===== src/logic/trs_pkg.sv =====
package trs_pkg;
  // Clock and timing
  localparam int unsigned CLOCK_PERIOD_PS = 5000;
  localparam int unsigned SETTLE_TIME_NS = 100;
  localparam int unsigned SETTLE_CYCLES =
    (SETTLE_TIME_NS * 1000 + CLOCK_PERIOD_PS - 1) / CLOCK_PERIOD_PS;
  localparam int unsigned BSYNC_MIN_CLOCKS = 3;
  localparam int unsigned SUBFRAMES_PER_BLOCK = 384;

  // APB register map (byte addresses)
  localparam logic [7:0] CTRL_OFFSET = 8'h00;
  localparam logic [7:0] STATUS_OFFSET = 8'h04;
  localparam logic [7:0] IDREV_OFFSET = 8'h08;

  // Control register fields
  localparam int unsigned CTRL_RUN_BIT = 0;
  localparam int unsigned CTRL_BSYNC_OUT_BIT = 1;
  localparam int unsigned CTRL_AV_IN_BIT = 2;
  localparam int unsigned CTRL_PC_IN_BIT = 3;
  localparam int unsigned CTRL_EU_IN_BIT = 4;
  localparam int unsigned CTRL_WIDTH = 5;
  localparam logic [CTRL_WIDTH-1:0] CTRL_RESET = 5'h00;

  // Status and identity field positions
  localparam int unsigned STATUS_STATE_LSB = 0;
  localparam int unsigned STATUS_STRAP_LSB = 4;
  localparam int unsigned STATUS_HWMODE_BIT = 6;
  localparam int unsigned STATUS_MASTER_BIT = 7;
  localparam int unsigned IDREV_REV_LSB = 0;
  localparam int unsigned IDREV_ID_LSB = 4;

  // Category group whose generation bit has inverted sense
  localparam logic [7:0] CAT_GROUP_MASK = 8'h07;
  localparam logic [7:0] CAT_INVERT_GROUP = 8'h01;

  // Received channel status bits of interest
  typedef struct packed {
    logic audio_flag;
    logic pro_flag;
    logic emphasis_strap_pin_none;
    logic [7:0] category;
    logic gen_bit;
  } trs_rx_cs_t;

  // Start-up option levels
  typedef struct packed {
    logic original_recording_flag;
    logic emphasis_strap_pin;
  } trs_strap_t;

  typedef enum logic [1:0] {
    ST_LOW_POWER,
    ST_SETTLE,
    ST_RUN
  } trs_state_t;
endpackage


===== src/logic/trs_top.sv =====
`timescale 1ns/1ps
module trs_top
  import trs_pkg::*;
#(
  parameter int unsigned SAMPLE_W = 24,
  parameter int unsigned BIT_HALF_CYCLES = 4,
  parameter int unsigned BITS_PER_SUBFRAME = 32,
  parameter logic [3:0] ID_CODE = 4'hA, // Arbitrary value
  parameter logic [3:0] REV_CODE = 4'h1 // Arbitrary value
) (
  // Clock and reset
  input wire logic i_clock,
  input wire logic i_reset,
  // APB slave
  input wire logic i_psel,
  input wire logic i_penable,
  input wire logic i_pwrite,
  input wire logic [7:0] i_paddr,
  input wire logic [31:0] i_pwdata,
  output logic [31:0] o_prdata,
  output logic o_pready,
  output logic o_pslverr,
  // Mode straps and receiver state
  input wire logic i_hw_mode_select,
  input wire logic i_input_port_role_select,
  input wire logic i_pll_locked,
  input wire trs_rx_cs_t i_rx_cs,
  // Transmit data
  input wire logic [SAMPLE_W-1:0] i_tx_sample,
  input wire logic i_tx_line_data,
  // Block sync pin
  input wire logic i_cs_block_sync_pin,
  output logic o_cs_block_sync_pin,
  output logic o_cs_block_sync_pin_oe,
  // Channel status dual-role pins
  input wire logic i_audio_or_validity_pin,
  output logic o_audio_or_validity_pin,
  output logic o_audio_or_validity_pin_oe,
  input wire logic i_pro_flag_or_cbit_pin,
  output logic o_pro_flag_or_cbit_pin,
  output logic o_pro_flag_or_cbit_pin_oe,
  input wire logic i_emphasis_or_user_bit_pin,
  output logic o_emphasis_or_user_bit_pin,
  output logic o_emphasis_or_user_bit_pin_oe,
  input wire logic i_original_recording_flag,
  output logic o_original_recording_flag,
  output logic o_original_recording_flag_oe,
  // Serial audio output
  output logic o_output_word_clock,
  output logic o_output_bit_clock,
  output logic o_serial_audio_out,
  // Line drivers
  output logic o_line_driver_p,
  output logic o_line_driver_n,
  // Sampled transmit bits and mode results
  output logic o_tx_validity,
  output logic o_tx_cbit,
  output logic o_tx_ubit,
  output logic o_low_power,
  output logic o_input_port_master,
  output logic o_chip_addr_bit,
  output trs_strap_t o_hw_straps
);

  localparam int unsigned BLK_W = $clog2(SUBFRAMES_PER_BLOCK);
  localparam int unsigned DIV_W = $clog2(BIT_HALF_CYCLES + 1);
  localparam int unsigned BIT_W = $clog2(BITS_PER_SUBFRAME);
  localparam int unsigned SET_W = $clog2(SETTLE_CYCLES + 1);
  localparam int unsigned BS_W = $clog2(BSYNC_MIN_CLOCKS + 1);

  logic [CTRL_WIDTH-1:0] ctrl_q;
  trs_state_t state_q;
  logic [SET_W-1:0] settle_q;
  logic strap_done_q;
  trs_strap_t strap_q;
  logic [DIV_W-1:0] div_q;
  logic bclk_q;
  logic [BIT_W-1:0] bit_q;
  logic wclk_q;
  logic [SAMPLE_W-1:0] shift_q;
  logic [BLK_W-1:0] subframe_q;
  logic [BS_W-1:0] bs_count_q;
  logic bs_pending_q;
  logic running;
  logic bclk_fall;
  logic subframe_start;
  logic apb_write;
  logic apb_setup;
  logic addr_ok;
  logic bsync_out;
  logic av_in;
  logic pc_in;
  logic eu_in;

  // Generation bit sense flips for one category group
  function automatic logic decode_original(input trs_rx_cs_t cs);
    if ((cs.category & CAT_GROUP_MASK) == CAT_INVERT_GROUP) begin
      return cs.gen_bit;
    end
    return ~cs.gen_bit;
  endfunction

  // Pin roles: hardware mode takes them from straps, not the control port
  assign running = (state_q == ST_RUN);
  assign bsync_out = i_hw_mode_select ? strap_q.original_recording_flag : ctrl_q[CTRL_BSYNC_OUT_BIT];
  assign av_in = i_hw_mode_select ? strap_q.original_recording_flag : ctrl_q[CTRL_AV_IN_BIT];
  assign pc_in = i_hw_mode_select ? strap_q.original_recording_flag : ctrl_q[CTRL_PC_IN_BIT];
  assign eu_in = i_hw_mode_select ? strap_q.original_recording_flag : ctrl_q[CTRL_EU_IN_BIT];

  // APB decode; no wait states, so pready is constant high
  assign apb_setup = i_psel && !i_penable;
  assign apb_write = i_psel && i_penable && i_pwrite && !o_pslverr;
  assign addr_ok = (i_paddr == CTRL_OFFSET) || (i_paddr == STATUS_OFFSET) ||
                   (i_paddr == IDREV_OFFSET);
  assign o_pready = 1'b1;
  assign o_pslverr = i_psel && i_penable &&
                     (!addr_ok || (i_pwrite && i_hw_mode_select));

  // Control register; cleared by reset
  always_ff @(posedge i_clock) begin
    if (i_reset) begin
      ctrl_q <= CTRL_RESET;
    end else if (apb_write && i_paddr == CTRL_OFFSET) begin
      ctrl_q <= i_pwdata[CTRL_WIDTH-1:0];
    end
  end

  // Read data captured in the setup phase so it is a flop in the access phase
  always_ff @(posedge i_clock) begin
    if (i_reset) begin
      o_prdata <= 32'h0000_0000;
    end else if (apb_setup) begin
      o_prdata <= 32'h0000_0000;
      case (i_paddr)
        CTRL_OFFSET: o_prdata[CTRL_WIDTH-1:0] <= ctrl_q;
        STATUS_OFFSET: begin
          o_prdata[STATUS_STATE_LSB +: 2] <= state_q;
          o_prdata[STATUS_STRAP_LSB +: 2] <= strap_q;
          o_prdata[STATUS_HWMODE_BIT] <= i_hw_mode_select;
          o_prdata[STATUS_MASTER_BIT] <= i_input_port_role_select;
        end
        IDREV_OFFSET: begin
          o_prdata[IDREV_ID_LSB +: 4] <= ID_CODE;
          o_prdata[IDREV_REV_LSB +: 4] <= REV_CODE;
        end
        default: o_prdata <= 32'h0000_0000;
      endcase
    end
  end

  // Power state: hardware mode starts itself, software waits for run
  always_ff @(posedge i_clock) begin
    if (i_reset) begin
      state_q <= ST_LOW_POWER;
      settle_q <= '0;
    end else begin
      case (state_q)
        ST_LOW_POWER: begin
          settle_q <= '0;
          if (ctrl_q[CTRL_RUN_BIT] || (i_hw_mode_select && strap_done_q)) begin
            state_q <= ST_SETTLE;
          end
        end
        ST_SETTLE: begin
          // Lock must hold for the whole settle time; a dropout restarts it
          if (!i_pll_locked) begin
            settle_q <= '0;
          end else if (settle_q == SET_W'(SETTLE_CYCLES - 1)) begin
            state_q <= ST_RUN;
          end else begin
            settle_q <= settle_q + SET_W'(1);
          end
        end
        ST_RUN: begin
          if (!ctrl_q[CTRL_RUN_BIT] && !i_hw_mode_select) begin
            state_q <= ST_LOW_POWER;
          end
        end
        default: state_q <= ST_LOW_POWER;
      endcase
    end
  end
  assign o_low_power = (state_q == ST_LOW_POWER);

  // Strap capture on the first clock after reset release, then held
  always_ff @(posedge i_clock) begin
    if (i_reset) begin
      strap_done_q <= 1'b0;
      strap_q <= '0;
    end else if (!strap_done_q) begin
      strap_done_q <= 1'b1;
      strap_q.emphasis_strap_pin <= i_emphasis_or_user_bit_pin;
      strap_q.original_recording_flag <= i_original_recording_flag;
    end
  end
  assign o_hw_straps = strap_q;
  assign o_chip_addr_bit = i_hw_mode_select ? 1'b0 : strap_q.emphasis_strap_pin;
  assign o_input_port_master = i_input_port_role_select;

  // Bit clock divider and word clock; stopped and low while not running
  assign bclk_fall = running && bclk_q && (div_q == DIV_W'(BIT_HALF_CYCLES - 1));
  assign subframe_start = bclk_fall && (bit_q == BIT_W'(BITS_PER_SUBFRAME - 1));
  always_ff @(posedge i_clock) begin
    if (i_reset || !running) begin
      div_q <= '0;
      bclk_q <= 1'b0;
      bit_q <= '0;
      wclk_q <= 1'b0;
    end else if (div_q == DIV_W'(BIT_HALF_CYCLES - 1)) begin
      div_q <= '0;
      bclk_q <= ~bclk_q;
      if (bclk_q) begin
        bit_q <= bit_q + BIT_W'(1);
        if (subframe_start) begin
          wclk_q <= ~wclk_q;
        end
      end
    end else begin
      div_q <= div_q + DIV_W'(1);
    end
  end
  assign o_output_bit_clock = bclk_q;
  assign o_output_word_clock = wclk_q;

  // Serial data, MSB first, shifted on the bit clock falling edge
  always_ff @(posedge i_clock) begin
    if (i_reset || !running) begin
      shift_q <= '0;
    end else if (subframe_start) begin
      shift_q <= i_tx_sample;
    end else if (bclk_fall) begin
      shift_q <= {shift_q[SAMPLE_W-2:0], 1'b0};
    end
  end
  assign o_serial_audio_out = running && shift_q[SAMPLE_W-1];

  // Block sync input: count high clocks, arm a restart; arming beats the clear
  always_ff @(posedge i_clock) begin
    if (i_reset || bsync_out) begin
      bs_count_q <= '0;
      bs_pending_q <= 1'b0;
    end else begin
      if (!i_cs_block_sync_pin) begin
        bs_count_q <= '0;
      end else if (bs_count_q != BS_W'(BSYNC_MIN_CLOCKS)) begin
        bs_count_q <= bs_count_q + BS_W'(1);
      end
      if (bs_count_q == BS_W'(BSYNC_MIN_CLOCKS - 1) && i_cs_block_sync_pin) begin
        bs_pending_q <= 1'b1;
      end else if (subframe_start) begin
        bs_pending_q <= 1'b0;
      end
    end
  end

  // Sub-frame position in the channel status block
  always_ff @(posedge i_clock) begin
    if (i_reset) begin
      subframe_q <= '0;
    end else if (subframe_start) begin
      if (bs_pending_q || subframe_q == BLK_W'(SUBFRAMES_PER_BLOCK - 1)) begin
        subframe_q <= '0;
      end else begin
        subframe_q <= subframe_q + BLK_W'(1);
      end
    end
  end
  assign o_cs_block_sync_pin = running && (subframe_q == '0);
  assign o_cs_block_sync_pin_oe = bsync_out && strap_done_q;

  // Transmit V, C and U bits sampled on each word clock edge
  always_ff @(posedge i_clock) begin
    if (i_reset) begin
      o_tx_validity <= 1'b0;
      o_tx_cbit <= 1'b0;
      o_tx_ubit <= 1'b0;
    end else if (subframe_start) begin
      o_tx_validity <= av_in && i_audio_or_validity_pin;
      o_tx_cbit <= pc_in && i_pro_flag_or_cbit_pin;
      o_tx_ubit <= eu_in && i_emphasis_or_user_bit_pin;
    end
  end

  // Status pin outputs; strap pins stay released until sampled
  assign o_audio_or_validity_pin = running && i_rx_cs.audio_flag;
  assign o_audio_or_validity_pin_oe = !av_in && strap_done_q;
  assign o_pro_flag_or_cbit_pin = running && i_rx_cs.pro_flag;
  assign o_pro_flag_or_cbit_pin_oe = !pc_in && strap_done_q;
  assign o_emphasis_or_user_bit_pin = running && i_rx_cs.emphasis_strap_pin_none;
  assign o_emphasis_or_user_bit_pin_oe = !eu_in && strap_done_q;
  assign o_original_recording_flag = running && decode_original(i_rx_cs);
  assign o_original_recording_flag_oe = strap_done_q;

  // Line drivers: both low in reset and until the loop has settled
  assign o_line_driver_p = running && i_tx_line_data;
  assign o_line_driver_n = running && !i_tx_line_data;
endmodule // trs_top


===== config.mk =====
export PLATFORM = sky130hd
export DESIGN_NAME = trs_top
export DESIGN_NICKNAME = d
export VERILOG_FILES = /design/src/logic/trs_pkg.sv /design/src/logic/trs_top.sv
export SDC_FILE = /design/constraint.sdc
export NUM_CORES = 1
export LEC_CHECK = 0
export ABC_CLOCK_PERIOD_IN_PS = 3000
export BUFFER_PORTS_ARGS = -buffer_cell sky130_fd_sc_hd__buf_4
export CAP_MARGIN = 0
export CORE_MARGIN = 2
export CORE_UTILIZATION = 52
export CTS_BUF_LIST = sky130_fd_sc_hd__clkbuf_16
export DETAILED_ROUTE_END_ITERATION = 10
export PLACE_DENSITY = 0.9
export SETUP_SLACK_MARGIN = 0.15
export SLEW_MARGIN = 40
export SYNTH_ARGS = -nofsm -noshare
export SYNTH_HDL_FRONTEND = slang
export SYNTH_SLANG_ARGS = --single-unit

===== constraint.sdc =====
create_clock -name i_clock -period 3 [get_ports i_clock]
set_input_delay 0.3 -clock i_clock [delete_from_list [all_inputs] [get_ports i_clock]]
set_output_delay 0.3 -clock i_clock [all_outputs]
set_load 0.01 [all_outputs]

==> flow_metrics.py <==
metrics = {
    "floorplanning": {
        "ios": 147,
        "die-area_um2": 7470,
        "die_w_um": 86.4,
        "dieHeight_um": 86.4,
        "initial_utilization_pct": 52.9,
        "core_region_area_um2": 6680,
        "core.rowCount": 30,
    },
    "place": {
        "placed_area_um2": 4100,
        "io_buffers": 89,
        "hpwl_um": 5460,
        "gp_congestion": 0.873,
    },
    "clocking": {
        "cts_buffers": 9,
        "clock_latency_ps": 330,
        "htree_num_levels": 3,
        "ctsResizeCount": 0,
        "tritoncts": "done",
        "hold_buffers": 0,
        "clock_path_buffers": 2,
        "cts_sinks": 72,
        "root_buffer": "clkbuf_16",
        "postCtsSetupBuffers": 0,
        "clkTransAtPathRegs_ps": 60,
    },
    "sta": {
        "worst_pin_slew_ps": 687,
        "slew_headroom_pct": 53.9,
        "fin_skew_ps": 4.08,
        "max_freq_mhz": 471,
        "finalSetupViolCount": 0,
        "fin_crit_sh_pct": 70.8,
        "grt_setup_unrepaired": "no",
        "setup_tns_ps": 0,
        "hold_viol": 0,
        "drv_slew": 0,
        "whs_ps": 215,
        "min_period_ps": 2120,
    },
    "layout": {
        "antenna_cells": 0,
        "final_nets": 570,
        "postLayoutCoreUtil_pct": 66.8,
        "finalInstanceArea_um2": 4470,
        "fill_cells": 470,
        "drive_gt1_share_pct": 24.6,
        "areaGrowthSynthToFinish_pct": 26.4,
    },
    "global_route": {
        "grt_pass1_vias": 2865,
        "antenna_found_initial": 0,
        "grt_pass1_wl_um": 13100,
        "grtUsageTotal_pct": 22.2,
        "grt_remaining_overflow": 0,
        "grt_max_degree": 53,
    },
    "yosys": {
        "syn-cell-area_um2": 3530,
        "ys.warnings.count": 0,
        "synthTopCellsByArea": "dfxtp_1 (41%), mux2i_1 (11%), nor2_1 (6.9%)",
        "synthCells": 391,
        "synth_edf_count": 0,
        "synth_top_area_share_pct": 40.8,
        "async_flop_share_pct": 0,
        "synth_cell_types": 50,
        "seq_area_frac_synth_pct": 40.8,
        "yosys.area.top_type": "dfxtp_1",
        "synth_area_per_cell_um2": 9.04,
        "synth_ff_type": "dfxtp_1",
        "ys_ff_latch": 72,
    },
    "power_and_ir_drop": {
        "leakagePower_uw": 0.00184,
        "ir_drop_mv": 0.314,
        "p_per_area_nw_per_um2": 542,
    },
    "hold_path": {
        "hold_depth": 3,
        "worstHoldPathType": "in -> reg",
    },
    "worst_setup_path": {
        "worst-r2r-cell-count": 6,
        "crit_path_max_fanout": 9,
        "critPathArrivalTime_ps": 2310,
        "crit_type": "reg -> reg",
        "cp-end-kind": "flop",
        "cp-start-kind": "flop",
        "crit_required_ps": 3190,
    },
    "drt": {
        "drt-total-wl_um": 8050,
        "vias": 3004,
        "viasPerCell": 5.40,
        "drc": 0,
        "wl_per_cell_um": 14.5,
        "drtIter0Drc": 263,
        "dr.pass1.iters": 5,
        "ant_nets": 0,
    },
    "run_status": {
        "status": "finished, final reports clean",
    },
    "flow_run": {
        "maxCapViolCount": 0,
    },
}
-- Yosys cell counts, drive strengths merged (5+ instances only) --
cell	instances
nand2	23
nand4	5
ha	9
nand3	6
dfxtp	72
buf	32
mux2i	38
nor2b	7
xor2	9
a21oi	14
a211oi	23
xnor2	8
inv	6
nor2	65
and2	9
clkbuf	15
-- area by class of cell --
type | instances | area, µm² | area share, %
repair buffers | 93 | 698 | 15.6
multi-input cells | 288 | 1830 | 41.0
flip-flops and latches | 72 | 1440 | 32.3
well taps | 80 | 100 | 2.24
clock buffers | 9 | 225 | 5.04
clock inverters | 7 | 143 | 3.19
inverters | 7 | 26.3 | 0.588
-- critical path: stages (launching register included) --
cell and delay, ps:
dfxtp_1 330, ha_1 150, ha_1 290, and2_1 210
nand3_2 250, o21ai_1 640, nor2_1 110
-- layout by cell type (no fill, tap or decap), drive strengths merged, types with 2 or more instances in the layout --
master  synthesis  layout
buf            32      93
dfxtp          72      72
nor2           65      65
mux2i          38      38
conb            2      25
nand2          23      23
a211oi         23      23
a21oi          14      14
and2            9       9
xor2            9       9
ha              9       9
clkbuf         15       9
xnor2           8       8
nor2b           7       7
inv             6       7
nand3           6       6
nand4           5       5
and3            4       4
nor3            4       4
or3             4       4
bufinv          0       4
nor4            4       4
a22oi           3       3
a32oi           3       3
or4             3       3
o21ai           3       3
clkinv          1       3
nand2b          2       2
and4b           2       2
mux2            2       2
or2             2       2
-- cell families (layout without fill, tap and decap cells) --
group / count (synthesis) / count (layout) / synth area share [%]
and+or+nand+nor: 146 / 146 / 20.5
DFF: 72 / 72 / 40.8
buffers and inverters: 54 / 116 / 9.81
AOI/OAI and AO/OA: 51 / 51 / 9.88
muxes: 40 / 40 / 11.4
xor gates and xnor gates: 17 / 17 / 4.21
adders and majority gates: 9 / 9 / 3.19
other: 2 / 25 / 0.213
-- per-stage QoR --
stage	cells	total power [µW]	setup slack, ps
after CTS	556	2430	901
after floorplan	414	1070	1000
after detailed placement	540	1130	934
after global placement	540	1120	1010
final	556	2420	877
after global routing	556	2490	710
-- metal layers --
metal / GRT usage, % / vias to the layer above / routed length, µm
li1: - / 1469 / -
met1: 27.1 / 1391 / 3270
met2: 35.1 / 122 / 4010
met3: 6.10 / 22 / 550
met4: 12.6 / 0 / 229
met5: 0 / - / 0
-- power breakdown --
group / internal [µW] / switching, µW
registers: 962 / 9.04
clock network: 899 / 413
logic: 74.9 / 63.3
-- state kept, by name (all words and copies together), names as in the netlist, 2 cells and up --
name,count
bs_count_q,2
shift_q,24
o_hw_straps,2
div_q,3
ctrl_q,5
settle_q,5
bit_q,5
subframe_q,9
o_prdata,8
state_q,2
-- worst paths after layout --
path / startpoint / end / slack (ps)
worst min-delay path: i_pwdata[0] / ctrl_q[0] / 210
worst min register to register: div_q[0] / div_q[0] / 430
worst max register to register: div_q[0] / subframe_q[2] / 880
worst max-delay path: div_q[0] / subframe_q[2] / 880
(Power assumes the default switching activity.)
